[src/usb_dev_regs.svh]
// register offsets, field positions and reset values for the usb device register block
// assumes byte addresses on a 32-bit bus, one aligned word per register, 16-bit data in the low bits
//
// Behaviour
// - each received packet writes armed count minus received length into its 16-bit result word
// - a received length unequal to the armed count sets the length-exception status flag
// - overflow stores a negative two's-complement result with bits 15:10 all ones
// - underflow stores the count of armed bytes left unused in all 16 bits
// - port-select bit 14 one picks the secondary port, zero (reset) the primary
// - interrupt-enable bits 7:0 enable endpoints 7..0; every enable resets to zero
// - bit 15 enables vbus edge interrupts, first engine only, reserved in second
// - bit 14 enables id pin edge interrupts, first engine only, reserved in second
// - bit 11 enables a timeout interrupt when no sof/eop arrives within the period
// - a frame counter counts timeouts since the last received sof or eop
// - bit 9 gates the sof/eop received interrupt
// - bit 8 gates the usb bus reset interrupt
// - transaction done on ack, stall, timeout, in/out exception, or nak when enabled
// - a length exception also sets status bit 11 on overflow or bit 10 on underflow
`ifndef USB_DEV_REGS_SVH
`define USB_DEV_REGS_SVH

// register byte offsets
`define PORT_CHOICE1_OFS 16'hc084
`define IRQ_EN1_OFS 16'hc08c
`define PORT_CHOICE2_OFS 16'hc0a4
`define IRQ_EN2_OFS 16'hc0ac
`define SOF_PERIOD1_OFS 16'hc200
`define SOF_PERIOD2_OFS 16'hc204
`define FRAME_CNT1_OFS 16'hc208
`define FRAME_CNT2_OFS 16'hc20c
`define EP_BASE_OFS 16'hc300
`define EP_REGION_MASK 16'hff80

// writable bits of each word
`define PORT_CHOICE_MASK 16'h4000
`define IRQ_EN1_MASK 16'hcbff
`define IRQ_EN2_MASK 16'h0bff

// field positions
`define PORT_SEL_BIT 14
`define IRQ_VBUS_BIT 15
`define IRQ_ID_BIT 14
`define IRQ_SOF_TMO_BIT 11
`define IRQ_SOF_RX_BIT 9
`define IRQ_BUS_RST_BIT 8
`define ST_OVF 11
`define ST_UNF 10
`define ST_OUTX 9
`define ST_INX 8
`define ST_STALL 7
`define ST_NAK 6
`define ST_LEN 5
`define ST_SETUP 4
`define ST_SEQ 3
`define ST_TMO 2
`define ST_ERR 1
`define ST_ACK 0

// values
`define OVF_SIGN_ONES 6'h3f
`define REG_RESET 16'h0000
`define SOF_PERIOD_RESET 16'h0000

`endif

[src/usb_dev_pkg.sv]
// types shared by the usb device register block and its helpers
// assumes the offsets and field positions come from usb_dev_regs.svh
package usb_dev_pkg;

  // bus slave phases
  typedef enum logic [1:0] {bus_idle, bus_wait, bus_done} bus_state_t;

  // one finished transaction, reported by the serial engine for one cycle
  typedef struct packed {
    logic valid;
    logic engine;
    logic [2:0] ep;
    logic rx_data;
    logic [9:0] armed;
    logic [10:0] rx_len;
    logic error;
    logic ack;
    logic stall;
    logic nak;
    logic nak_irq_en;
    logic timeout;
    logic in_exc;
    logic out_exc;
    logic setup;
    logic seq;
  } pkt_rpt_t;

  // per-engine line events from the serial engine
  typedef struct packed {
    logic sof_eop_seen;
    logic bus_reset;
  } engine_evt_t;

  // per-engine interrupt request pulses
  typedef struct packed {
    logic vbus;
    logic id;
    logic sof_tmo;
    logic sof_rx;
    logic bus_rst;
    logic [7:0] ep_done;
  } irq_t;

endpackage : usb_dev_pkg

[src/usb_dev_regblock.sv]
// usb device register block: endpoint results and status, port choice, interrupt enables
// assumes an ahb-lite master, a serial engine reporting transactions on clk, async vbus/id pins
`timescale 1ns/100ps
`include "usb_dev_regs.svh"
module usb_dev_regblock
  import usb_dev_pkg::*;
(
  // clock and reset
  input wire logic clk,
  input wire logic srst,
  // ahb-lite slave
  input wire logic hsel,
  input wire logic [31:0] haddr,
  input wire logic [1:0] htrans,
  input wire logic hwrite,
  input wire logic [2:0] hsize,
  input wire logic [31:0] hwdata,
  input wire logic hready,
  output logic hreadyout,
  output logic hresp,
  output logic [31:0] hrdata,
  // serial engine reports
  input wire pkt_rpt_t pkt,
  input wire engine_evt_t [1:0] evt,
  // otg pins of the first engine's primary port
  input wire logic vbus_valid_pin,
  input wire logic otg_id_pin,
  // port routing, one bit per engine, high picks the secondary port
  output logic [1:0] port_sel_b,
  // interrupt request pulses per engine
  output irq_t [1:0] irq_req
);

  typedef struct packed {
    bus_state_t bus;
    logic wr;
    logic [15:0] addr;
    logic [31:0] rdata;
    logic [1:0][15:0] port;
    logic [1:0][15:0] irqen;
    logic [1:0][15:0] period;
    logic [1:0][15:0] tmo;
    logic [1:0][15:0] frame;
    irq_t [1:0] irq;
  } ctl_t;

  ctl_t st_q;
  ctl_t st_d;

  logic [1:0] mem_we;
  logic [3:0] mem_waddr;
  logic [31:0] mem_wdata;
  logic [3:0] mem_raddr;
  logic [31:0] mem_rdata;
  logic [1:0] pin_edge;
  logic [1:0] pin_level;
  logic [1:0] tmo_hit;
  logic accept;
  logic overflow;
  logic underflow;
  logic done_evt;

  // byte difference, sign bits forced on overflow
  function automatic logic [15:0] len_diff(input logic [9:0] armed, input logic [10:0] rx);
    logic [15:0] d;
    d = {6'h00, armed} - {5'h00, rx};
    if (rx > {1'b0, armed}) begin
      d[15:10] = `OVF_SIGN_ONES;
    end
    return d;
  endfunction : len_diff

  // status word of one finished transaction
  function automatic logic [15:0] status_word(input pkt_rpt_t p);
    logic [15:0] s;
    s = 16'h0000;
    s[`ST_ACK] = p.ack;
    s[`ST_ERR] = p.error;
    s[`ST_TMO] = p.timeout;
    s[`ST_SEQ] = p.seq;
    s[`ST_SETUP] = p.setup;
    s[`ST_NAK] = p.nak;
    s[`ST_STALL] = p.stall;
    s[`ST_INX] = p.in_exc;
    s[`ST_OUTX] = p.out_exc;
    if (p.rx_data) begin
      s[`ST_LEN] = (p.rx_len != {1'b0, p.armed});
      s[`ST_OVF] = (p.rx_len > {1'b0, p.armed});
      s[`ST_UNF] = (p.rx_len < {1'b0, p.armed});
    end
    return s;
  endfunction : status_word

  // endpoint memory window decode, used by read and write paths
  function automatic logic is_ep(input logic [15:0] a);
    return (a & `EP_REGION_MASK) == `EP_BASE_OFS;
  endfunction : is_ep

  // flop-held register read mux, unmapped reads zero
  function automatic logic [15:0] reg_read(input logic [15:0] a, input ctl_t s);
    logic [15:0] v;
    v = 16'h0000;
    unique case (a)
      `PORT_CHOICE1_OFS: v = s.port[0];
      `IRQ_EN1_OFS: v = s.irqen[0];
      `PORT_CHOICE2_OFS: v = s.port[1];
      `IRQ_EN2_OFS: v = s.irqen[1];
      `SOF_PERIOD1_OFS: v = s.period[0];
      `SOF_PERIOD2_OFS: v = s.period[1];
      `FRAME_CNT1_OFS: v = s.frame[0];
      `FRAME_CNT2_OFS: v = s.frame[1];
      default: v = 16'h0000;
    endcase
    return v;
  endfunction : reg_read

  // vbus and id pins of the first engine's primary port
  usb_pin_edge #(
    .W(2)
  ) u_pins (
    .clk(clk),
    .srst(srst),
    .pin_in({vbus_valid_pin, otg_id_pin}),
    .level(pin_level),
    .edge_pulse(pin_edge)
  );

  usb_ep_mem #(
    .AW(4),
    .DW(32)
  ) u_mem (
    .clk(clk),
    .we(mem_we),
    .waddr(mem_waddr),
    .wdata(mem_wdata),
    .raddr(mem_raddr),
    .rdata_q(mem_rdata)
  );

  assign accept = hsel & htrans[1] & hready;
  assign overflow = pkt.valid & pkt.rx_data & (pkt.rx_len > {1'b0, pkt.armed});
  assign underflow = pkt.valid & pkt.rx_data & (pkt.rx_len < {1'b0, pkt.armed});
  assign done_evt = pkt.ack | pkt.stall | pkt.timeout | pkt.in_exc | pkt.out_exc
                  | (pkt.nak & pkt.nak_irq_en);

  // hold the read address steady while the data phase waits
  assign mem_raddr = (st_q.bus == bus_wait) ? st_q.addr[6:3] : haddr[6:3];

  // engine write wins the memory; a bus write waits for a free cycle
  always_comb begin
    mem_we = 2'b00;
    mem_waddr = st_q.addr[6:3];
    mem_wdata = {hwdata[15:0], hwdata[15:0]};
    if (pkt.valid) begin
      mem_we = {1'b1, pkt.rx_data};
      mem_waddr = {pkt.engine, pkt.ep};
      mem_wdata = {status_word(pkt), len_diff(pkt.armed, pkt.rx_len)};
    end else if (st_q.bus == bus_wait && st_q.wr && is_ep(st_q.addr)) begin
      mem_we = st_q.addr[2] ? 2'b10 : 2'b01;
    end
  end

  // sof/eop watchdog hit per engine
  always_comb begin
    for (int e = 0; e < 2; e++) begin
      tmo_hit[e] = !evt[e].sof_eop_seen && st_q.period[e] != 16'h0000
                && st_q.tmo[e] >= st_q.period[e] - 16'h0001;
    end
  end

  // next state of bus slave, registers, watchdogs and request pulses
  always_comb begin
    st_d = st_q;
    unique case (st_q.bus)
      bus_idle, bus_done: begin
        if (accept) begin
          st_d.bus = bus_wait;
          st_d.wr = hwrite;
          st_d.addr = haddr[15:0];
        end else begin
          st_d.bus = bus_idle;
        end
      end
      bus_wait: begin
        if (!(pkt.valid && st_q.wr)) begin
          st_d.bus = bus_done;
          if (is_ep(st_q.addr)) begin
            st_d.rdata = {16'h0000, st_q.addr[2] ? mem_rdata[31:16] : mem_rdata[15:0]};
          end else begin
            st_d.rdata = {16'h0000, reg_read(st_q.addr, st_q)};
          end
          if (st_q.wr) begin
            st_d.rdata = 32'h0000_0000;
            unique case (st_q.addr)
              `PORT_CHOICE1_OFS: st_d.port[0] = hwdata[15:0] & `PORT_CHOICE_MASK;
              `PORT_CHOICE2_OFS: st_d.port[1] = hwdata[15:0] & `PORT_CHOICE_MASK;
              `IRQ_EN1_OFS: st_d.irqen[0] = hwdata[15:0] & `IRQ_EN1_MASK;
              `IRQ_EN2_OFS: st_d.irqen[1] = hwdata[15:0] & `IRQ_EN2_MASK;
              `SOF_PERIOD1_OFS: st_d.period[0] = hwdata[15:0];
              `SOF_PERIOD2_OFS: st_d.period[1] = hwdata[15:0];
              default: ;
            endcase
          end
        end
      end
      default: st_d.bus = bus_idle;
    endcase
    for (int e = 0; e < 2; e++) begin
      // frame count restarts on each received sof/eop
      if (evt[e].sof_eop_seen) begin
        st_d.tmo[e] = 16'h0000;
        st_d.frame[e] = 16'h0000;
      end else if (tmo_hit[e]) begin
        st_d.tmo[e] = 16'h0000;
        st_d.frame[e] = st_q.frame[e] + 16'h0001;
      end else if (st_q.period[e] != 16'h0000) begin
        st_d.tmo[e] = st_q.tmo[e] + 16'h0001;
      end
      // every request gated by its own enable bit
      st_d.irq[e].sof_tmo = tmo_hit[e] & st_q.irqen[e][`IRQ_SOF_TMO_BIT];
      st_d.irq[e].sof_rx = evt[e].sof_eop_seen & st_q.irqen[e][`IRQ_SOF_RX_BIT];
      st_d.irq[e].bus_rst = evt[e].bus_reset & st_q.irqen[e][`IRQ_BUS_RST_BIT];
      for (int p = 0; p < 8; p++) begin
        st_d.irq[e].ep_done[p] = pkt.valid && pkt.engine == e[0] && pkt.ep == p[2:0]
                              && done_evt && st_q.irqen[e][p];
      end
    end
    // otg edges exist only on the first engine
    st_d.irq[0].vbus = pin_edge[1] & st_q.irqen[0][`IRQ_VBUS_BIT];
    st_d.irq[0].id = pin_edge[0] & st_q.irqen[0][`IRQ_ID_BIT];
    st_d.irq[1].vbus = 1'b0;
    st_d.irq[1].id = 1'b0;
  end

  // all enables, selects and counters clear on reset
  always_ff @(posedge clk) begin
    if (srst) begin
      st_q <= '0;
      st_q.bus <= bus_idle;
      st_q.period <= {`SOF_PERIOD_RESET, `SOF_PERIOD_RESET};
    end else begin
      st_q <= st_d;
    end
  end

  // outputs
  assign hreadyout = (st_q.bus != bus_wait);
  assign hresp = 1'b0;
  assign hrdata = st_q.rdata;
  assign port_sel_b = {st_q.port[1][`PORT_SEL_BIT], st_q.port[0][`PORT_SEL_BIT]};
  assign irq_req = st_q.irq;
endmodule : usb_dev_regblock

[src/usb_ep_mem.sv]
// endpoint memory: status word in the upper half, result word in the lower half
// assumes one writer per cycle; contents are undefined until firmware clears them
`timescale 1ns/100ps
module usb_ep_mem #(
  parameter int AW = 4,
  parameter int DW = 32
) (
  // clock
  input wire logic clk,
  // write port, one enable per half word
  input wire logic [1:0] we,
  input wire logic [AW-1:0] waddr,
  input wire logic [DW-1:0] wdata,
  // read port, data one cycle after the address
  input wire logic [AW-1:0] raddr,
  output logic [DW-1:0] rdata_q
);

  logic [DW-1:0] mem [0:(1<<AW)-1];

  // half-word writes and registered read
  always_ff @(posedge clk) begin
    if (we[0]) begin
      mem[waddr][DW/2-1:0] <= wdata[DW/2-1:0];
    end
    if (we[1]) begin
      mem[waddr][DW-1:DW/2] <= wdata[DW-1:DW/2];
    end
    rdata_q <= mem[raddr];
  end

endmodule : usb_ep_mem

[src/usb_pin_edge.sv]
// pin synchroniser with edge detection, both edges reported as one-cycle pulses
// assumes pins are asynchronous to clk and change slower than a few cycles
`timescale 1ns/100ps
module usb_pin_edge #(
  parameter int W = 2
) (
  // clock and reset
  input wire logic clk,
  input wire logic srst,
  // raw pins
  input wire logic [W-1:0] pin_in,
  // synchronised level and edge pulses
  output logic [W-1:0] level,
  output logic [W-1:0] edge_pulse
);

  typedef struct packed {
    logic [W-1:0] s1;
    logic [W-1:0] s2;
    logic [W-1:0] s3;
  } sync_t;

  sync_t st_q;
  sync_t st_d;

  // first stage feeds only the second stage
  always_comb begin
    st_d = st_q;
    st_d.s1 = pin_in;
    st_d.s2 = st_q.s1;
    st_d.s3 = st_q.s2;
  end

  always_ff @(posedge clk) begin
    if (srst) begin
      st_q <= '0;
    end else begin
      st_q <= st_d;
    end
  end

  // edges seen between the settled stages only
  assign level = st_q.s3;
  assign edge_pulse = st_q.s2 ^ st_q.s3;

endmodule : usb_pin_edge

[config.mk]
export PLATFORM = sky130hd
export DESIGN_NAME = usb_dev_regblock
export DESIGN_NICKNAME = d
export VERILOG_FILES = /design/src/usb_dev_pkg.sv /design/src/usb_dev_regblock.sv /design/src/usb_ep_mem.sv /design/src/usb_pin_edge.sv
export VERILOG_INCLUDE_DIRS = /design/src
export SDC_FILE = /design/constraint.sdc
export NUM_CORES = 1
export LEC_CHECK = 0
export BUFFER_PORTS_ARGS = -buffer_cell sky130_fd_sc_hd__buf_2
export CAP_MARGIN = 20
export CORE_MARGIN = 1.5
export CORE_UTILIZATION = 30
export DETAILED_ROUTE_END_ITERATION = 16
export PLACE_DENSITY = 0.44
export SLEW_MARGIN = 10
export SYNTH_ARGS = -nofsm -noshare
export SYNTH_HDL_FRONTEND = slang
export SYNTH_SLANG_ARGS = --single-unit
export TNS_END_PERCENT = 20
[constraint.sdc]
create_clock -name clk -period 5.9 [get_ports clk]
set_input_delay 0.295 -clock clk [delete_from_list [all_inputs] [get_ports clk]]
set_output_delay 0.295 -clock clk [all_outputs]
set_load 0.02 [all_outputs]
==> results.toml, run 1 <==
[detailed_routing]
antenna_violating_nets_post_route = 0
routed_wl_um = 90400
vias = 18900
wl_per_cell_um = 23.9
firstDrtPassIters = 5
drc = 0
vias_per_cell = 4.99
drtIter0Drc = 1343

[grt]
first_global_vias = 18900
grt_max_degree = 61
overflow = 0
grt_pass1_wl_um = 130000
gr-usage-all-layers_pct = 17.2
antenna_found_initial = 5

[critical_path]
worstPathCellList = "or4b_1 > nor2_1 > nand3_1 > o31ai_1 > nand2_1 > nor2_2 > buf_4"
slowest_stage = "o31ai_1"
arrival_ns = 4.62
critPathMaxFanout = 17
r2r_slack_ns = 1.60
rr_worst_depth = 7
worstSetupPathType = "reg2reg"
required_ns = 6.22
r2r_start = "st_q[228]$_SDFFE_PP0P_"
endpoint_kind = "register"
r2r-end = "u_mem.mem[6][11]$_DFFE_PP_"
start_kind = "register"
max_stage_delay_ns = 0.72

[worst_hold_path]
min_path_type = "in2reg"
holdPathEnd = "st_q[118]$_SDFFE_PP0P_"
holdPathStages = 3
min_from = "hwdata[12]"

[finish]
instances_no_fill = 3785
nets = 2518
multi_input_area_sq_um = 10200
regArea_sq_um = 19800
final_layout_size_suffix_gt1_share_pct = 21.0
fin_area_sq_um = 35800
final_cell_mix = "edfxtp_1, nand2_1, dfxtp_1"
area_growth_pct = 16.2
fin_util_pct = 35.2
layout_commonest_cell = "edfxtp_1"
fillers = 9853

[yosys]
async_reset_ff_share_pct = 0
synthAdderAreaFrac_pct = 2.10
ys_seq_area_share_pct = 64.2
ys_seq_elements = 731
synth-compound-area-share_pct = 5.73
synthMuxAreaShare_pct = 12.3
synth_cell_types = 69
ys_warn_count = 0
synth_flop_cell = "edfxtp_1"
netlist_area_sq_um = 30800
synth-simple-area-share_pct = 9.99
synth_edf_count = 512
synth-xor-area-share_pct = 2.22
synth_area_per_cell_sq_um = 13.9
syn_inst = 2209
synth_top_family_by_area = "multiplexers"

[clock_network]
clk_latency_ns = 0.65
cts.path.max_buffers = 3
cts_tree = "built"
cts-resized-gates = 0
h-tree-depth = 3
cts.sinks = 731
path_clk_slew_ns = 0.06
clock-root-buffer = "clkbuf_16"
cts_made_buffers = 80

[floorplanning]
die-width_um = 323
dieArea_sq_um = 105000
initial_core_util_pct = 30.3
ioPinCount = 179
die_h_um = 323
core-area_sq_um = 102000
rows = 117

[place]
routabilityCongestion = 0.876
placed_area_sq_um = 32900
dp_hpwl_um = 58900
dp_slack_ns = 1.65
placed_cells = 3604
port_buffers = 123

[sta]
setup_slack_ns = 1.60
slew_headroom_pct = 28.1
period_share_pct = 72.9
finalSetupTns_ns = 0
rsz0062_at_grt = "false"
min_period_ns = 4.30
finalSetupViolCount = 0
hold_violations = 0
worst_pin_slew_ns = 1.07
slew_violations = 0
clock-skew-final_ns = 0.0217
fmax_mhz = 233

[pwr]
p_comb_share_pct = 6.4
leakagePower_nw = 12.2
internal_power_mw = 8.62
p_switching_mw = 2.59
vdd_drop_max_mv = 0.189
switching_share_pct = 23.1
power_density_nw_per_um2 = 313
clock_power_share_pct = 43.3
seqPwrFrac_pct = 50.3

[run_status]
outcome = "complete, no violations"

[job]
max_cap_violations = 0
==> power by group through the flow <==
| stage | clock network, mW | registers (mW) | logic [mW] |
|---|---|---|---|
| 5_1_grt | 5.18 | 5.64 | 0.776 |
| 6_report | 4.85 | 5.64 | 0.716 |
| 2_1_floorplan | 0 | 5.73 | 0.424 |
| 3_3_place_gp | 0 | 5.75 | 0.694 |
| 4_1_cts | 4.98 | 5.64 | 0.721 |
| 3_5_place_dp | 0 | 5.75 | 0.705 |
==> cells in the mapped netlist (31+ instances only) <==
cell type / count / area, sq um
and3_1: 31 / 194
a211oi_1: 34 / 255
buf_2: 34 / 170
xnor2_1: 41 / 359
dfxtp_1: 219 / 4380
xor2_1: 37 / 324
nand2_1: 235 / 882
ha_1: 50 / 626
inv_1: 32 / 120
mux2i_1: 67 / 671
nor2_1: 151 / 567
o21ai_0: 36 / 180
buf_4: 64 / 480
mux4_2: 128 / 2880
a21oi_1: 113 / 566
edfxtp_1: 512 / 15400
nor2b_1: 57 / 357
a31oi_1: 37 / 231
clkbuf_1: 53 / 199
==> layout make-up <==
| type | instances | share of cell area [%] |
|---|---|---|
| well taps | 1368 | 4.79 |
| diodes | 1 | 0.00700 |
| flip-flops and latches | 731 | 55.2 |
| inverters | 33 | 0.346 |
| clock buffers | 110 | 6.18 |
| clock inverters | 38 | 0.882 |
| repair buffers | 212 | 4.01 |
| multi-input cells | 1292 | 28.5 |
==> kinds of logic after synthesis <==
| kind of cell | after synthesis |
|---|---|
| adder cells (fa/ha/maj) | 51 |
| buffers and inverters | 204 |
| flip-flops | 731 |
| XOR/XNOR | 78 |
| AND/OR/NAND/NOR | 639 |
| AO/OA/AOI/OAI | 289 |
| other | 1 |
| multiplexers | 216 |
==> through the flow <==
| step | power, mW | hold WS, ns |
|---|---|---|
| floorplan | 6.15 | 0.414 |
| global placement | 6.45 | 0.418 |
| detailed placement | 6.46 | 0.424 |
| CTS | 11.4 | 0.00529 |
| global route | 11.6 | 0.0339 |
| finish | 11.2 | 0.0353 |
==> flip-flops by register name (all words and copies together), names as in the netlist <==
| register | flops |
|---|---|
| u_mem.rdata_q | 32 |
| st_q | 139 |
| hrdata | 16 |
| u_mem.mem | 512 |
| port_sel_b | 2 |
| u_pins.st_d | 4 |
| irq_req | 24 |
| u_pins.level | 2 |
==> worst max path at each step <==
| stage | cells past startpoint | slack, ns | end | startpoint |
|---|---|---|---|---|
| after CTS | 7 | 1.64 | u_mem.mem[6][11]$_DFFE_PP_ | st_q[228]$_SDFFE_PP0P_ |
| after floorplan | 12 | 2.54 | st_q[79]$_SDFFE_PP0N_ | st_q[108]$_SDFFE_PP0P_ |
| after global routing | 7 | 1.48 | u_mem.mem[6][5]$_DFFE_PP_ | st_q[228]$_SDFFE_PP0P_ |
| final | 7 | 1.60 | u_mem.mem[6][11]$_DFFE_PP_ | st_q[228]$_SDFFE_PP0P_ |
| after global placement | 7 | 1.74 | u_mem.mem[6][1]$_DFFE_PP_ | st_q[228]$_SDFFE_PP0P_ |
| after detailed placement | 7 | 1.65 | u_mem.mem[6][1]$_DFFE_PP_ | st_q[228]$_SDFFE_PP0P_ |
==> critical path: cells and delay by family, from the launching register on <==
kind	cells	cell delay [ns]
and+or+nand+nor	5	2.57
DFF	1	0.31
AOI/OAI and AO/OA	1	0.72
buffers and inverters	1	0.36
==> what timing repair did <==
action                     CTS  global route
hold endpoints to repair    33             0
buffers inserted             0             0
hold buffers                27             0
setup endpoints to repair    0             0
==> per-layer routing <==
layer | up-vias | routed length (um) | track usage (%)
met3 | 137 | 5150 | 2.97
met4 | 6 | 2730 | 6.02
met5 | - | 38 | 0
met2 | 515 | 42700 | 28.0
li1 | 8510 | - | -
met1 | 9725 | 39800 | 23.2
Note: power is estimated with default switching activity, not from simulation.
==> run 2, diff against run 1 <==
--- a/config.mk
+++ b/config.mk
@@ -6,6 +6,7 @@
 export SDC_FILE = /design/constraint.sdc
 export NUM_CORES = 1
 export LEC_CHECK = 0
+export ABC_AREA = 1
 export BUFFER_PORTS_ARGS = -buffer_cell sky130_fd_sc_hd__buf_2
 export CAP_MARGIN = 20
 export CORE_MARGIN = 1.5
==> constraint.sdc (replaced) <==
create_clock -name clk -period 4.4 [get_ports clk]
set_input_delay 0.22 -clock clk [delete_from_list [all_inputs] [get_ports clk]]
set_output_delay 0.22 -clock clk [all_outputs]
set_load 0.02 [all_outputs]
==> results.toml, run 2 <==
[run_status]
outcome = "complete, no violations"

[critical_path]
worstPathCellList = "inv_1 > ha_1 > inv_1 > nor3_1 > nand4_1 > nor2_1 > xor2_1 > inv_1 > ha_1 > nand2_1 > nor3_1 > nand3_1 > nand3_1 > buf_4 > nand2_4 > nand2_4 > nor2_1"
critPathBufInv = 4
cp_common_cell = "inv_1"
crit_cells = 17
crit_start = "st_q[90]$_SDFFE_PP0P_"
max_stage_delay_ns = 0.36
start_kind = "register"
worstSetupPathType = "reg2reg"
r2r_start = "st_q[90]$_SDFFE_PP0P_"
endpoint = "st_q[70]$_SDFFE_PP0N_"
r2r_slack_ns = 0.99
r2r-end = "st_q[70]$_SDFFE_PP0N_"
arrival_ns = 3.95
slowest_stage = "nor3_1"
required_ns = 4.94
critical-path-top-delay-family = "simple AND/OR/NAND/NOR gates"
rr_worst_depth = 17
endpoint_kind = "register"
critPathMaxFanout = 18

[clock_network]
cts.sinks = 731
clock-root-buffer = "clkbuf_16"
h-tree-depth = 3
path_clk_slew_ns = 0.06
clk_latency_ns = 0.66
cts.path.max_buffers = 3
cts_setup_buffers = 0
cts_tree = "built"
cts_made_buffers = 85

[finish]
final_layout_size_suffix_gt1_share_pct = 11.8
nets = 3611
largest-register = "u_mem.mem"
area_growth_pct = 15.7
layout_commonest_cell = "nor2_1"
largest_reg_flops = 512
reg_top3 = "u_mem.mem (512), st_q (139), u_mem.rdata_q (32)"
fin_util_pct = 35.1
final_cell_mix = "nor2_1, edfxtp_1, nand2_1"

[pwr]
vdd_drop_max_mv = 0.260
power_density_nw_per_um2 = 418
leakagePower_nw = 13.6

[yosys]
syn_inst = 3313
ys_warn_count = 0
synth_common_cells = "nor2_1, edfxtp_1, nand2_1"
synth_area_per_cell_sq_um = 9.84
ys_seq_area_share_pct = 60.6
synth_edf_count = 512
yosys.area.top_type = "edfxtp_1"
synth_top_area_share_pct = 47.2
ys_seq_elements = 731
async_reset_ff_share_pct = 0
synth_flop_cell = "edfxtp_1"
ys_top_cells_by_area = "edfxtp_1, dfxtp_1, nor2_1"
netlist_area_sq_um = 32600
synth.most_common_cell = "nor2_1"
synth_cell_types = 50

[sta]
period_share_pct = 77.6
finalSetupViolCount = 0
clock-skew-final_ns = 0.0320
finalSetupTns_ns = 0
rsz0062_at_grt = "false"
slew_headroom_pct = 25.1
hold_violations = 0
slew_violations = 0
worst_pin_slew_ns = 1.12
min_period_ns = 3.41
fmax_mhz = 293

[detailed_routing]
top_layer = "met5"
vias_per_cell = 4.89
wl_met2_um = 48700
firstDrtPassIters = 5
wl_met3_um = 6750
wirelength_met1_um = 46700
drc = 0
antenna_violating_nets_post_route = 0
routed_wl_um = 106000
wl_per_cell_um = 21.5
drtIter0Drc = 2014
vias = 24000

[floorplanning]
core-area_sq_um = 107000
ioPinCount = 179
die_h_um = 333
die-width_um = 333
initial_core_util_pct = 30.4
rows = 120
dieArea_sq_um = 111000

[grt]
grt_pass1_wl_um = 154000
gr-usage-all-layers_pct = 18.8
antenna_found_initial = 10
first_global_vias = 23300
overflow = 0
grt_max_degree = 138

[job]
max_cap_violations = 0

[place]
dp_hpwl_um = 65900
port_buffers = 123
routabilityCongestion = 0.871

[worst_hold_path]
min_path_type = "in2reg"
min_from = "hwdata[3]"
==> run 2: cell count changes in the layout (fill, tap and decap cells not counted), moves of 44 or more <==
cell / delta
nand2_1: +158
o21ai_0: +329
inv_1: +154
nor2b_1: -57
o211ai_1: +128
a21oi_1: +44
nor2_1: +461
nand3_1: +179
mux2i_1: -63
mux4_2: -128
==> run 2: final cells by class <==
cell class	instances	area, sq um
diodes	3	7.51
clock buffers	115	2370
clock inverters	37	328
fillers	10900	69600
inverters	194	738
multi-input cells	2178	11000
flip-flops and latches	731	19800
well taps	1403	1760
repair buffers	253	1760
==> run 2: layer usage <==
metal,vias up,track usage (%)
li1,11700,-
met2,639,30.4
met3,151,3.85
met4,4,7.00
met5,-,0
met1,11600,24.8
==> run 2: worst min-delay path, delay by kind of cell <==
family | cells | cell delay (ns)
buffers and inverters | 1 | 0.20
AO/OA/AOI/OAI | 1 | 0.19
AND/OR/NAND/NOR | 1 | 0.05
==> run 2: per-stage QoR <==
step | worst slack, ns | hold WS [ns] | std cells | area [sq um] | power [mW]
6_report | 0.986 | 0.0507 | 4914 | 37700 | 15.8
5_1_grt | 0.558 | 0.0472 | 4911 | 37700 | 16.3
4_1_cts | 0.938 | 0.0228 | 4908 | 37700 | 16.0
3_5_place_dp | 0.954 | 0.401 | 4721 | 34600 | 8.96
3_3_place_gp | 0.928 | 0.399 | 4720 | 34600 | 8.96
2_1_floorplan | 1.57 | 0.327 | 3331 | 32700 | 8.43
==> run 2: worst min path at each step <==
stage,endpoint,depth (start not counted),slack (ns)
after floorplan,u_pins.st_d[2]$_SDFF_PP0_,2,0.33
after global placement,u_pins.st_d[0]$_SDFF_PP0_,2,0.40
after detailed placement,u_pins.st_d[0]$_SDFF_PP0_,2,0.40
after CTS,st_q[113]$_SDFFE_PP0P_,3,0.02
after global routing,st_q[93]$_SDFFE_PP0P_,3,0.05
final,st_q[93]$_SDFFE_PP0P_,3,0.05
==> run 2: report_power, final <==
group          switching [mW]  total, mW  internal (mW)
Sequential             0.0425       7.59           7.54
Combinational           0.916       1.24          0.326
Clock                    2.87       6.93           4.06
==> run 2: cell families after synthesis <==
logic type | Yosys count | share of synthesized area, %
flops | 731 | 60.6
other cells | 1 | 0.0115
buf+inv | 422 | 6.25
compound gates | 701 | 12.0
simple gates | 1334 | 17.2
fa+ha+maj | 51 | 1.98
xor+xnor | 73 | 1.96
==> run 2: timing repair <==
item / CTS / global route
hold endpoints to repair: 53 / 0
setup endpoints to repair: 0 / 0
resized for setup: 0 / 0
hold buffers: 35 / 0
==> run 3, diff against run 2 <==
==> constraint.sdc (replaced) <==
create_clock -name clk -period 3.6 [get_ports clk]
set_input_delay 0.18 -clock clk [delete_from_list [all_inputs] [get_ports clk]]
set_output_delay 0.18 -clock clk [all_outputs]
set_load 0.02 [all_outputs]
==> results.toml, run 3 (synthesis gave the netlist of run 2 again) <==
[run_status]
outcome = "complete, no violations"

[detailed_routing]
antenna_violating_nets_post_route = 0
drc = 0
drtIter0Drc = 1935
vias_per_cell = 4.89
wl_per_cell_um = 21.7
routed_wl_um = 107000
vias = 24200
firstDrtPassIters = 5

[sta]
clock-skew-final_ns = 0.0303
finalSetupTns_ns = 0
slew_headroom_pct = 35.3
finalSetupViolCount = 0
min_period_ns = 3.21
hold_violations = 0
fmax_mhz = 311
setup_slack_ns = 0.387
worst_pin_slew_ns = 0.970
whs_ns = 0.0536
rsz0062_at_grt = "false"
slew_violations = 0
period_share_pct = 89.2

[finish]
reg_top3 = "u_mem.mem (512), st_q (139), u_mem.rdata_q (32)"
area_growth_pct = 16.9
fin_util_pct = 35.5
fin_area_sq_um = 38100
largest_reg_flops = 512
layout_commonest_cell = "nor2_1"
final_layout_size_suffix_gt1_share_pct = 12.2
nets = 3630
final_cell_mix = "nor2_1, edfxtp_1, nand2_1"
largest-register = "u_mem.mem"

[clock_network]
cts_tree = "built"
path_clk_slew_ns = 0.06
clk_latency_ns = 0.65
cts_setup_buffers = 0
h-tree-depth = 3
cts.sinks = 731
cts.path.max_buffers = 3
clock-root-buffer = "clkbuf_16"
cts_made_buffers = 87

[pwr]
leakagePower_nw = 13.8
power_density_nw_per_um2 = 515
vdd_drop_max_mv = 0.348

[floorplanning]
core-area_sq_um = 107000
die_h_um = 333
rows = 120
initial_core_util_pct = 30.4
ioPinCount = 179
dieArea_sq_um = 111000
die-width_um = 333

[grt]
overflow = 0
grt_pass1_wl_um = 157000
antenna_found_initial = 5
grt_use_met1_pct = 26.4
first_global_vias = 23100
gr-usage-met2_pct = 30.4
grt_util_met3_pct = 2.83
grt_max_degree = 129
busiest_layer = "met2"
gr-usage-all-layers_pct = 19.1

[critical_path]
arrival_ns = 3.74
worstSetupPathType = "reg2reg"
crit_cells = 16
cp_common_cell = "inv_1"
required_ns = 4.12
r2r_start = "st_q[90]$_SDFFE_PP0P_"
r2r_slack_ns = 0.39
worstPathCellList = "inv_1 > ha_1 > inv_1 > nor3_1 > nand4_1 > nor2_1 > xor2_1 > inv_1 > ha_1 > nand2_1 > nor3_1 > nand3_1 > nand3_1 > nand2_4 > nand2_4 > nor2_1"
max_stage_delay_ns = 0.36
endpoint_kind = "register"
critPathMaxFanout = 18
critPathBufInv = 3
slowest_stage = "nor3_1"
rr_worst_depth = 16
r2r-end = "st_q[72]$_SDFFE_PP0N_"
start_kind = "register"
critical-path-top-delay-family = "simple AND/OR/NAND/NOR gates"

[place]
placed_area_sq_um = 34800
dp_slack_ns = 0.360
dp_hpwl_um = 67000
port_buffers = 123
routabilityCongestion = 0.873

[worst_hold_path]
holdPathStages = 3
holdPathEnd = "st_q[96]$_SDFFE_PP0P_"
min_path_type = "in2reg"
min_from = "hwdata[6]"

[job]
max_cap_violations = 0
==> run 3: area by class of cell <==
| type | count | area, sq um |
|---|---|---|
| Antenna cell | 6 | 15.0 |
| Clock buffer | 119 | 2420 |
| Clock inverter | 42 | 413 |
| Fill cell | 10800 | 69300 |
| Inverter | 194 | 738 |
| Multi-Input combinational cell | 2178 | 11000 |
| Sequential cell | 731 | 19800 |
| Tap cell | 1403 | 1760 |
| Timing Repair Buffer | 270 | 2010 |
==> run 3: how the worst max path moves through the flow <==
stage / start / end / slack [ns]
after global placement: st_q[90]$_SDFFE_PP0P_ / st_q[72]$_SDFFE_PP0N_ / 0.39
after CTS: st_q[90]$_SDFFE_PP0P_ / st_q[72]$_SDFFE_PP0N_ / 0.35
after floorplan: st_q[90]$_SDFFE_PP0P_ / st_q[70]$_SDFFE_PP0N_ / 0.77
after global routing: st_q[90]$_SDFFE_PP0P_ / st_q[73]$_SDFFE_PP0N_ / 0.02
after detailed placement: st_q[90]$_SDFFE_PP0P_ / st_q[72]$_SDFFE_PP0N_ / 0.36
final: st_q[90]$_SDFFE_PP0P_ / st_q[72]$_SDFFE_PP0N_ / 0.39
==> run 3: repair_timing <==
action | in CTS | in global routing
setup endpoints to repair | 0 | 0
hold buffers | 40 | 0
resized for setup | 0 | 0
hold endpoints to repair | 91 | 0
==> run 3: through the flow <==
stage                     power [mW]  cells
final                           19.6   4943
after global routing            20.3   4937
after CTS                       19.9   4933
after global placement          11.0   4729
after floorplan                 10.3   3331
after detailed placement        11.0   4732
==> run 3: worst register-to-register path, stage by stage, from the launching register on <==
cell and delay, ns:
dfxtp_1 0.31, inv_1 0.15, ha_1 0.24, inv_1 0.07, nor3_1 0.36, nand4_1 0.18, nor2_1 0.15, xor2_1 0.15
inv_1 0.05, ha_1 0.26, nand2_1 0.07, nor3_1 0.29, nand3_1 0.11, nand3_1 0.19, nand2_4 0.19, nand2_4 0.24
nor2_1 0.07
==> run 3: metal layers <==
metal | wire length (um) | up-vias | part of all wire, %
met5 | 27 | - | 0.025
met4 | 3150 | 4 | 2.9
met3 | 5110 | 159 | 4.8
met2 | 49200 | 584 | 46
met1 | 49500 | 11700 | 46
li1 | - | 11700 | -
==> run 3: where the power goes <==
part | internal [mW] | switching [mW]
registers | 9.22 | 0.0570
clock network | 5.27 | 3.55
logic | 0.415 | 1.12
total | 14.9 | 4.73
